File: src/hnu_pkg.sv
// Function
// - while idle and not sending, watch receive input for a falling edge
// - after the edge, wait one bit time of eight states for the start bit
// - received ninth bit overwrites the ninth-bit field set for sending
// - after nine bits, wait the stop bit, then move character to buffer
// - receive-full set on transfer; receive interrupt asked if enabled
// - a transmit start aborts any reception in progress
// - each interrupt asked only when its own enable bit is set
// - data write loads shifter, starts sending, clears transmit-done
// - data read returns the receive buffer, not transmit data
// - three-bit baud field selects the clock divisor; code 111 reserved
// - baud change acts at once; software avoids changing it mid-character
// - receive-full cleared by writing zero, set by writing one
// - transmit-done set after a character; cleared by zero or data write
// - writing interrupt enables also loads both status flags from the same written byte
// - ninth bit: write sets sent level, read gives last received one
// - send zero start, eight data bits lsb first, ninth bit, one stop
// - receiver at eight times baud, two-of-three vote per bit
// - with no transmission, transmit pin follows ordinary port value
package hnu_pkg;
	// register indices; byte address is four times the index
	localparam logic [7:0] IDX_DATA = 8'hd6;
	localparam logic [7:0] IDX_CTRL = 8'hd7;
	localparam int         ADR_W    = 10;
	localparam logic [ADR_W-1:0] ADR_DATA = ADR_W'({IDX_DATA, 2'b00});
	localparam logic [ADR_W-1:0] ADR_CTRL = ADR_W'({IDX_CTRL, 2'b00});

	// control register fields
	localparam int CTL_RXF   = 7;
	localparam int CTL_TXD   = 6;
	localparam int CTL_RXIE  = 5;
	localparam int CTL_TXIE  = 4;
	localparam int CTL_BR_HI = 3;
	localparam int CTL_BR_LO = 1;
	localparam int CTL_NINTH = 0;

	// reset values
	localparam logic [2:0] BAUD_RST = 3'h0;
	localparam logic [7:0] BUF_RST  = 8'h00;

	// timing: states per bit and voting sample points
	localparam int         STATES_LOG2 = 3;
	localparam logic [2:0] LAST_STATE  = 3'h7;
	localparam logic [2:0] SAMPLE_A    = 3'h2;
	localparam logic [2:0] SAMPLE_C    = 3'h4;
	localparam logic [3:0] RX_BITS     = 4'h9;
	localparam logic [3:0] TX_LAST     = 4'ha;

	// internal clock divisors per baud code; code 7 reserved, runs as 6
	localparam logic [12:0] BAUD_DIV [8] = '{
		13'h1a00, 13'h0d00, 13'h0680, 13'h0340,
		13'h01a0, 13'h0100, 13'h00d0, 13'h00d0
	};

	typedef enum logic [1:0] {
		RX_IDLE,
		RX_START,
		RX_DATA,
		RX_STOP
	} hnu_rx_state_type;
endpackage : hnu_pkg

File: src/hnu_baud.sv
`timescale 1ns/10ps
// eight-times-baud state tick generator
module hnu_baud (
	input  wire logic       sys_clk,
	input  wire logic       rst,
	input  wire logic [2:0] baud_select,
	output logic            state_tick
);
	typedef struct packed {
		logic [9:0] cnt;
		logic       tick;
	} hnu_baud_st_type;

	hnu_baud_st_type r_reg;
	hnu_baud_st_type r_next;
	logic [12:0]     div;
	logic [9:0]      last;

	// divisor over eight gives cycles per state
	assign div  = hnu_pkg::BAUD_DIV[baud_select];
	assign last = 10'((div >> hnu_pkg::STATES_LOG2) - 13'h0001);

	// compare against the live limit so a new code acts at once
	always_comb begin
		r_next      = r_reg;
		r_next.tick = 1'b0;
		if (r_reg.cnt >= last) begin
			r_next.cnt  = '0;
			r_next.tick = 1'b1;
		end else begin
			r_next.cnt = r_reg.cnt + 10'h001;
		end
	end

	always_ff @(posedge sys_clk) begin
		if (rst) begin
			r_reg <= '0;
		end else begin
			r_reg <= r_next;
		end
	end

	assign state_tick = r_reg.tick;
endmodule : hnu_baud

File: src/hnu_uart.sv
`timescale 1ns/10ps
// half-duplex nine-bit serial port with wishbone register access
module hnu_uart (
	input  wire logic        sys_clk,
	input  wire logic        rst,
	input  wire logic        wb_cyc_i,
	input  wire logic        wb_stb_i,
	input  wire logic        wb_we_i,
	input  wire logic [9:0]  wb_adr_i,
	input  wire logic [3:0]  wb_sel_i,
	input  wire logic [31:0] wb_dat_i,
	output logic      [31:0] wb_dat_o,
	output logic             wb_ack_o,
	input  wire logic        rx_pin,
	input  wire logic        port_out_value,
	output logic             tx_pin,
	output logic             serial_output_select,
	output logic             rx_irq,
	output logic             tx_irq
);
	typedef struct packed {
		logic                      ack;
		logic [7:0]                dat;
		logic                      s1;
		logic                      s2;
		logic                      s3;
		logic                      lvl;
		hnu_pkg::hnu_rx_state_type rx_st;
		logic [2:0]                rx_sub;
		logic [3:0]                rx_cnt;
		logic [1:0]                votes;
		logic [8:0]                rx_sh;
		logic [7:0]                rx_buf;
		logic                      ninth;
		logic                      rx_full;
		logic                      tx_done;
		logic                      rx_ie;
		logic                      tx_ie;
		logic [2:0]                baud;
		logic                      tx_act;
		logic [10:0]               tx_sh;
		logic [2:0]                tx_sub;
		logic [3:0]                tx_cnt;
		logic                      txp;
		logic                      rxi;
		logic                      txi;
	} hnu_uart_st_type;

	hnu_uart_st_type r_reg;
	hnu_uart_st_type r_next;
	logic            tick;
	logic            acc;
	logic            wr_data;
	logic            wr_ctrl;
	logic            fell;
	logic            tx_fin;
	logic            rx_fin;
	logic            bit_val;
	logic [7:0]      ctrl_rd;

	hnu_baud u_baud (
		.sys_clk     (sys_clk),
		.rst         (rst),
		.baud_select (r_reg.baud),
		.state_tick  (tick)
	);

	// a request is answered one cycle after it appears
	assign acc     = wb_cyc_i & wb_stb_i & ~r_reg.ack;
	assign wr_data = acc & wb_we_i & wb_sel_i[0] & (wb_adr_i == hnu_pkg::ADR_DATA);
	assign wr_ctrl = acc & wb_we_i & wb_sel_i[0] & (wb_adr_i == hnu_pkg::ADR_CTRL);

	// filtered level changes only when the last two stages agree
	assign fell = r_reg.lvl & (r_reg.s2 == r_reg.s3) & ~r_reg.s3;

	// majority of three: two set votes, or one plus a set last sample
	assign bit_val = r_reg.votes[1] | (r_reg.votes[0] & r_reg.lvl);

	// control readback
	assign ctrl_rd = {r_reg.rx_full, r_reg.tx_done, r_reg.rx_ie, r_reg.tx_ie,
		r_reg.baud, r_reg.ninth};

	always_comb begin
		r_next     = r_reg;
		tx_fin     = 1'b0;
		rx_fin     = 1'b0;

		// bus answer; unmapped reads give zero, unmapped writes are dropped
		r_next.ack = acc;
		r_next.dat = '0;
		if (acc & ~wb_we_i) begin
			if (wb_adr_i == hnu_pkg::ADR_DATA) begin
				r_next.dat = r_reg.rx_buf;
			end else if (wb_adr_i == hnu_pkg::ADR_CTRL) begin
				r_next.dat = ctrl_rd;
			end
		end

		// three-stage input synchroniser with agreement filter
		r_next.s1 = rx_pin;
		r_next.s2 = r_reg.s1;
		r_next.s3 = r_reg.s2;
		if (r_reg.s2 == r_reg.s3) begin
			r_next.lvl = r_reg.s3;
		end

		// control write; enables and flags are separate fields
		if (wr_ctrl) begin
			r_next.rx_full = wb_dat_i[hnu_pkg::CTL_RXF];
			r_next.tx_done = wb_dat_i[hnu_pkg::CTL_TXD];
			r_next.rx_ie   = wb_dat_i[hnu_pkg::CTL_RXIE];
			r_next.tx_ie   = wb_dat_i[hnu_pkg::CTL_TXIE];
			r_next.baud    = wb_dat_i[hnu_pkg::CTL_BR_HI:hnu_pkg::CTL_BR_LO];
			r_next.ninth   = wb_dat_i[hnu_pkg::CTL_NINTH];
		end

		// transmitter: a data write restarts it even mid-character
		if (wr_data) begin
			r_next.tx_act  = 1'b1;
			r_next.tx_sh   = {1'b1, r_next.ninth, wb_dat_i[7:0], 1'b0};
			r_next.tx_sub  = '0;
			r_next.tx_cnt  = '0;
			r_next.tx_done = 1'b0;
		end else if (r_reg.tx_act & tick) begin
			r_next.tx_sub = r_reg.tx_sub + 3'h1;
			if (r_reg.tx_sub == hnu_pkg::LAST_STATE) begin
				r_next.tx_sh  = {1'b1, r_reg.tx_sh[10:1]};
				r_next.tx_cnt = r_reg.tx_cnt + 4'h1;
				if (r_reg.tx_cnt == hnu_pkg::TX_LAST) begin
					r_next.tx_act = 1'b0;
					tx_fin        = 1'b1;
				end
			end
		end

		// receiver runs only while nothing is being sent
		if (r_next.tx_act) begin
			r_next.rx_st = hnu_pkg::RX_IDLE;
		end else begin
			unique case (r_reg.rx_st)
				hnu_pkg::RX_IDLE: begin
					if (fell) begin
						r_next.rx_st  = hnu_pkg::RX_START;
						r_next.rx_sub = '0;
						r_next.rx_cnt = '0;
						r_next.votes  = '0;
					end
				end
				hnu_pkg::RX_START: begin
					if (tick) begin
						r_next.rx_sub = r_reg.rx_sub + 3'h1;
						if (r_reg.rx_sub == hnu_pkg::LAST_STATE) begin
							r_next.rx_st = hnu_pkg::RX_DATA;
						end
					end
				end
				hnu_pkg::RX_DATA: begin
					if (tick) begin
						r_next.rx_sub = r_reg.rx_sub + 3'h1;
						// count low-level-independent ones in first two samples
						if (r_reg.rx_sub >= hnu_pkg::SAMPLE_A &&
							r_reg.rx_sub < hnu_pkg::SAMPLE_C && r_reg.lvl) begin
							r_next.votes = r_reg.votes + 2'h1;
						end
						if (r_reg.rx_sub == hnu_pkg::SAMPLE_C) begin
							r_next.rx_sh = {bit_val, r_reg.rx_sh[8:1]};
							r_next.votes = '0;
							r_next.rx_cnt = r_reg.rx_cnt + 4'h1;
						end
						if (r_reg.rx_sub == hnu_pkg::LAST_STATE &&
							r_reg.rx_cnt == hnu_pkg::RX_BITS) begin
							r_next.rx_st = hnu_pkg::RX_STOP;
							r_next.ninth = r_reg.rx_sh[8];
						end
					end
				end
				hnu_pkg::RX_STOP: begin
					if (tick) begin
						r_next.rx_sub = r_reg.rx_sub + 3'h1;
						if (r_reg.rx_sub == hnu_pkg::LAST_STATE) begin
							r_next.rx_st  = hnu_pkg::RX_IDLE;
							r_next.rx_buf = r_reg.rx_sh[7:0];
							rx_fin        = 1'b1;
						end
					end
				end
			endcase
		end

		// hardware sets win over software clears in the same cycle
		if (rx_fin) begin
			r_next.rx_full = 1'b1;
		end
		if (tx_fin) begin
			r_next.tx_done = 1'b1;
		end

		// pin mux: port value whenever the shifter is not driving
		r_next.txp = r_next.tx_act ? r_next.tx_sh[0] : port_out_value;

		// each request gated by its own enable
		r_next.rxi = r_next.rx_full & r_next.rx_ie;
		r_next.txi = r_next.tx_done & r_next.tx_ie;
	end

	always_ff @(posedge sys_clk) begin
		if (rst) begin
			r_reg        <= '0;
			r_reg.s1     <= 1'b1;
			r_reg.s2     <= 1'b1;
			r_reg.s3     <= 1'b1;
			r_reg.lvl    <= 1'b1;
			r_reg.rx_st  <= hnu_pkg::RX_IDLE;
			r_reg.baud   <= hnu_pkg::BAUD_RST;
			r_reg.rx_buf <= hnu_pkg::BUF_RST;
			r_reg.txp    <= 1'b1;
		end else begin
			r_reg <= r_next;
		end
	end

	assign wb_dat_o             = {24'h00_0000, r_reg.dat};
	assign wb_ack_o             = r_reg.ack;
	assign tx_pin               = r_reg.txp;
	assign serial_output_select = r_reg.tx_act;
	assign rx_irq               = r_reg.rxi;
	assign tx_irq               = r_reg.txi;
endmodule : hnu_uart

File: config.mk
export PLATFORM = sky130hd
export DESIGN_NAME = hnu_uart
export DESIGN_NICKNAME = d
export VERILOG_FILES = /design/src/hnu_pkg.sv /design/src/hnu_baud.sv /design/src/hnu_uart.sv
export SDC_FILE = /design/constraint.sdc
export NUM_CORES = 1
export LEC_CHECK = 0
export BUFFER_PORTS_ARGS = -buffer_cell sky130_fd_sc_hd__clkbuf_2
export CORE_AREA = 3 3 89 91
export CTS_BUF_LIST = sky130_fd_sc_hd__clkbuf_8 sky130_fd_sc_hd__clkbuf_16
export DETAILED_ROUTE_END_ITERATION = 8
export DIE_AREA = 0 0 92 94
export PLACE_DENSITY = 0.82
export SLEW_MARGIN = 20
export SYNTH_ARGS = -nofsm -noshare
export SYNTH_HDL_FRONTEND = slang
export SYNTH_SLANG_ARGS = --single-unit
File: constraint.sdc
create_clock -name sys_clk -period 5 [get_ports sys_clk]
set_input_delay 1 -clock sys_clk [delete_from_list [all_inputs] [get_ports sys_clk]]
set_output_delay 1 -clock sys_clk [all_outputs]
set_load 0.005 [all_outputs]
### Yosys cells after proc, flatten, opt, wreduce, memory -nomap -nowiden

Memories as Yosys holds them, arrays and structs flattened.
Cells that the tools add are included.

* logic and storage cells: 137
* input bits: 53
* output and inout bits: 37
* ROM bits: 104
* register bits after elaboration: 82
* memories: 1

* add/subtract/negate cells: 7
* equal/unequal tests: 20
* muxes and demuxes: 38
* bitwise logic cells: 20
* reductions and logical operators: 19
* magnitude comparators: 4

Memory list
* (no name shown): depth 8, bits a word 13, rd ports 1, clocked after memory_dff 0, write ports 0, RTL line hnu_baud.sv:20 `assign div = hnu_pkg::BAUD_DIV[baud_select];`

Operators by type and width (number)
* two-way mux 19 bit: 2
* two-way mux 13 bit: 2
* two-way mux 8 bit: 3
* == test 10 bit (second input constant): 2
* two-way mux 20 bit: 1
* case mux 5 bit (4 select lines): 1
* two-way mux 1 bit: 18
* two-way mux 15 bit: 1
* AND reduction 5 bit: 3
* AND 1 bit: 13
* two-way mux 12 bit: 1
* case mux 6 bit (2 select lines): 1
* two-way mux 11 bit: 1
* adder 10 x 1 -> 10 bit (second input constant): 1
* >= comparator 10 bit: 1
* two-way mux 5 bit: 2
* inequality test 2 bit (second input constant): 5
* subtractor 10 x 1 -> 10 bit (second input constant): 1
* == test 3 bit (second input constant): 3
* adder 4 x 1 -> 4 bit (second input constant): 2
* == test 4 bit (second input constant): 2
* two-way mux 2 bit: 4
* AND reduction 4 bit: 2
* OR reduction 2 bit: 4
* 19 further kinds: 32

### Longest topological paths before layout

* word-level depth: 10
* gate-level depth with buffers: 15
* mapped depth without buffers: 13

### Cells and area by module

Synthesis repeated with hierarchy kept, for this count alone.

* cell total of the unflattened synthesis: 456
* area, all modules: 4182.8 um2

By module, submodules not included
* hnu_uart: cells each 349, sequential area each 1421.4 um2, area an instance 3285.7 um2, instances 1
* hnu_baud: cells each 107, sequential area each 220.2 um2, area an instance 897.1 um2, instances 1

### Least setup slack after synthesis

Ideal clock, no wire load.

* path type: register to register
* start point: register r_reg (netlist bit ctrl_rd[1])
* end point: register u_baud.r_reg[2] (netlist name)
* path slack: 2.058 ns
* data required time: 4.920 ns
* stages on the path, launching flop included: 14
* buffers on the path: 2
* arrival: 2.862 ns
* setup time: 0.080 ns
* period minus slack after synthesis: 2.942 ns
* cells stage by stage: dfxtp_1 > clkbuf_1 > inv_1 > ha_1 > nand2_1 > ha_1 > o21ai_0 > nor3b_1 > xnor2_1 > ha_1 > a2111oi_0 > a21oi_1 > clkbuf_1 > nor3b_1

* cells in the longest elaborated chain, start to end: 7

RTL lines
* start: declaration: RTL line hnu_uart.sv:49 `hnu_uart_st_type r_reg;`
* start signal: assignment: RTL line hnu_uart.sv:218 `r_reg <= r_next;`
* inverter 3 -> 4 bit (not written as such): RTL line hnu_baud.sv:20
* memory read (8 x 13 bit)
* two-way mux 13 bit (not written as such) (2 in a row): RTL line hnu_baud.sv:20
* subtractor 10 x 1 -> 10 bit: RTL line hnu_baud.sv:21 `assign last = 10'((div >> hnu_pkg::STATES_LOG2) - 13'h0001);`
* >= comparator 10 bit: RTL line hnu_baud.sv:27 `if (r_reg.cnt >= last) begin`
* OR reduction 2 bit (no line)
* end signal: assignment: RTL line hnu_baud.sv:39 `r_reg <= r_next;`
* end: declaration: RTL line hnu_baud.sv:14 `hnu_baud_st_type r_reg;`

Every way passes these cells. The select of a mux whose other input is x is not followed.
A chain may end at the register's enable or synchronous reset.

### Worst setup path after layout

* start point: register r_reg (netlist bit ctrl_rd[2])
* end point: register u_baud.r_reg (netlist bit u_baud.state_tick)

* cells in the longest elaborated chain, start to end: 7

RTL lines (RTL line)
* inverter 3 -> 4 bit (not written as such): hnu_baud.sv:20
* memory read (8 x 13 bit)
* two-way mux 13 bit (not written as such) (2 in a row): hnu_baud.sv:20
* subtractor 10 x 1 -> 10 bit: hnu_baud.sv:21
* >= comparator 10 bit: hnu_baud.sv:27
* two-way mux 1 bit: hnu_baud.sv:27

Every way passes these cells. The select of a mux whose other input is x is not followed.

==> impl_metrics.env <==
export IMPL_status="finished clean"
export IMPL_path_clk_slew_ns=0.09
export IMPL_rsz0062_at_grt="no"
export IMPL_clock_sinks=82
export IMPL_vdd_drop_max_v=0.000159
export IMPL_cts_setup_buffers=0
export IMPL_netlist_area_um2=4200
export IMPL_synth_cells=470
export IMPL_max_freq_mhz=295
export IMPL_routedWlPerCell_um=13.8
export IMPL_min_period_ns=3.39
export IMPL_final_core_util_pct=61.7
export IMPL_rows=31
export IMPL_path_depth=13
export IMPL_final_cell_mix="dfxtp_1, nand2_1, nor2_1, clkbuf_2"
export IMPL_drc_errors=0
export IMPL_r2r_cells=13
export IMPL_n_antenna_cell=0
export IMPL_num_vias=3196
export IMPL_cp_common_cell="ha_1"
export IMPL_final_area_um2=4450
export IMPL_io_pins=90
export IMPL_placed_area_um2=4260
export IMPL_maxCapViolCount=0
export IMPL_fin_tns_setup_ns=0
export IMPL_synthArstFlopShare_pct=0
export IMPL_ys_flop_type="dfxtp_1"
export IMPL_ys_warn_count=0
export IMPL_worst_setup_path_end_kind="flip-flop"
export IMPL_p_per_area_nw_per_um2=263
export IMPL_crit_chain="inv_1, ha_1, nand2_1, ha_1, o21ai_0, nor3b_1, nand3b_1, a32oi_1, ha_1, o21a_1, nor2_1, a21oi_1, and2_1"
export IMPL_setup_viol=0
export IMPL_die_h_um=94
export IMPL_synth_edf_count=0
export IMPL_drt_wl_total_mm=8.21
export IMPL_hold_class="flip-flop to flip-flop"
export IMPL_fin_crit_sh_pct=67.8
export IMPL_start_util_pct=58.2
export IMPL_first_global_vias=2984
export IMPL_dp_cells=578
export IMPL_dieArea_um2=8650
export IMPL_cts_tree="yes"
export IMPL_syn2layout_area_growth_pct=5.96
export IMPL_cts_resized=0
export IMPL_setup_ws_ns=1.61
export IMPL_ys_ff_latch=82
export IMPL_layout_commonest_cell="dfxtp_1"
export IMPL_synth_seq_area_share_pct=39.1
export IMPL_cp_top_family="compound AO/OA/AOI/OAI gates"
export IMPL_core_um2=7210
export IMPL_drt_iter0_markers=174
export IMPL_viasPerCell=5.38
export IMPL_path_max_fanout=11
export IMPL_gr_total_overflow=0
export IMPL_required_ns=5.30
export IMPL_grt_first_pass_wirelength_mm=13.6
export IMPL_dieWidth_um=92
export IMPL_finalHoldViolCount=0
export IMPL_fill_cells=628
export IMPL_clkLatencyLatePin_ns=0.36
export IMPL_skew_ns=0.0124
export IMPL_clock_path_buffers=2
export IMPL_fin_cells=594
export IMPL_htreeDepth=3
export IMPL_cp_num_buf_inv=1
export IMPL_finalNetCount=568
export IMPL_cts_buffers=9
export IMPL_antenna_found_initial=0
export IMPL_syn_area_per_cell_um2=8.94
export IMPL_arrival_ns=3.69
export IMPL_crit_slowest_cell="a21oi_1"
export IMPL_clockRootBuffer="clkbuf_8"
export IMPL_leakagePower_uw=0.00177
export IMPL_gp_congestion=0.827
export IMPL_holdBufCountCts=0
export IMPL_dp_slack_ns=1.60
export IMPL_critPathLaunchType="flip-flop"
export IMPL_criticalPathCategory="flip-flop to flip-flop"
export IMPL_grt_max_degree=49
export IMPL_largest_register_ffs=48
export IMPL_synth_distinct_cells=58
export IMPL_postRouteAntennaNets=0
export IMPL_grt_usage_pct=19.8
export IMPL_holdPathStages=1
export IMPL_drv_slew=0
export IMPL_drive_gt1_share_pct=15.2
export IMPL_firstDrtPassIters=4
export IMPL_tightest_slew_ns=0.825
export IMPL_place_hpwl_mm=6.04
export IMPL_max_slew_margin_pct=45.0
export IMPL_cpPeakStageDelay_ns=0.63
export IMPL_io_buffers=38
## routing by layer
metal | track usage, % | up-vias | part of all wire (%)
li1 | - | 1625 | -
met1 | 25.0 | 1476 | 46
met2 | 33.0 | 84 | 48
met3 | 4.41 | 11 | 5.1
met4 | 7.80 | 0 | 1.5
met5 | 0 | - | 0
## report_power, final
group          internal, uW  switching (uW)  total (uW)
registers               656            3.40         660
clock network           195             271         466
logic                  16.1            26.7        42.8
## synthesized netlist by cell type, types with 4 or more instances
master	count	share of area [%]
a211oi_1	6	1.1
a21oi_1	24	2.9
a311oi_1	9	1.9
and3_1	7	1.0
buf_4	34	6.1
clkbuf_1	13	1.2
dfxtp_1	82	39
ha_1	25	7.4
inv_1	11	0.98
mux2i_1	25	6.0
nand2_1	55	4.9
nand3_1	13	1.5
nor2_1	49	4.4
nor3_1	14	1.7
nor4_1	4	0.60
o211ai_1	4	0.71
o21ai_0	11	1.3
or3_1	4	0.60
xnor2_1	7	1.5
xor2_1	10	2.1
## through the flow
| step | hold slack, ns | total power, uW |
|---|---|---|
| 2_1_floorplan | 0.389 | 714 |
| 3_3_place_gp | 0.399 | 716 |
| 3_5_place_dp | 0.401 | 717 |
| 4_1_cts | 0.425 | 1180 |
| 5_1_grt | 0.432 | 1210 |
| 6_report | 0.422 | 1170 |
## area by class of cell
cell class	instances	area, um2	share of cell area [%]
tap	99	124	2.78
clock buffer	9	124	2.78
clock inverter	7	71.3	1.60
multi-input combinational	345	2240	50.2
timing repair buffer	41	213	4.78
inverter	11	41.3	0.928
sequential	82	1640	36.9
## path summary, 6_finish.rpt
check        slack (ns)       start                end
max                1.61  ctrl_rd[2]  u_baud.state_tick
min                0.42  r_next[60]         r_next[59]
max reg2reg        1.61  ctrl_rd[2]  u_baud.state_tick
min reg2reg        0.42  r_next[60]         r_next[59]
## worst reg2reg max path, cell delays in order (launching register included)
cell and delay, ns:
dfxtp_1 0.55, inv_1 0.19, ha_1 0.26, nand2_1 0.08, ha_1 0.19, o21ai_0 0.14
nor3b_1 0.39, nand3b_1 0.12, a32oi_1 0.24, ha_1 0.15, o21a_1 0.11, nor2_1 0.04
a21oi_1 0.63, and2_1 0.23
## kinds of logic after synthesis
family                     Yosys count  synth area share [%]
adders and majority gates           25                  7.45
and+or+nand+nor                    179                  21.6
AOI/OAI and AO/OA                   73                  11.8
muxes                               27                  6.49
DFF                                 82                  39.1
buffers and inverters               66                  9.89
other                                1                0.0893
xor gates and xnor gates            17                  3.54
Power figures use the tool's default switching activity.
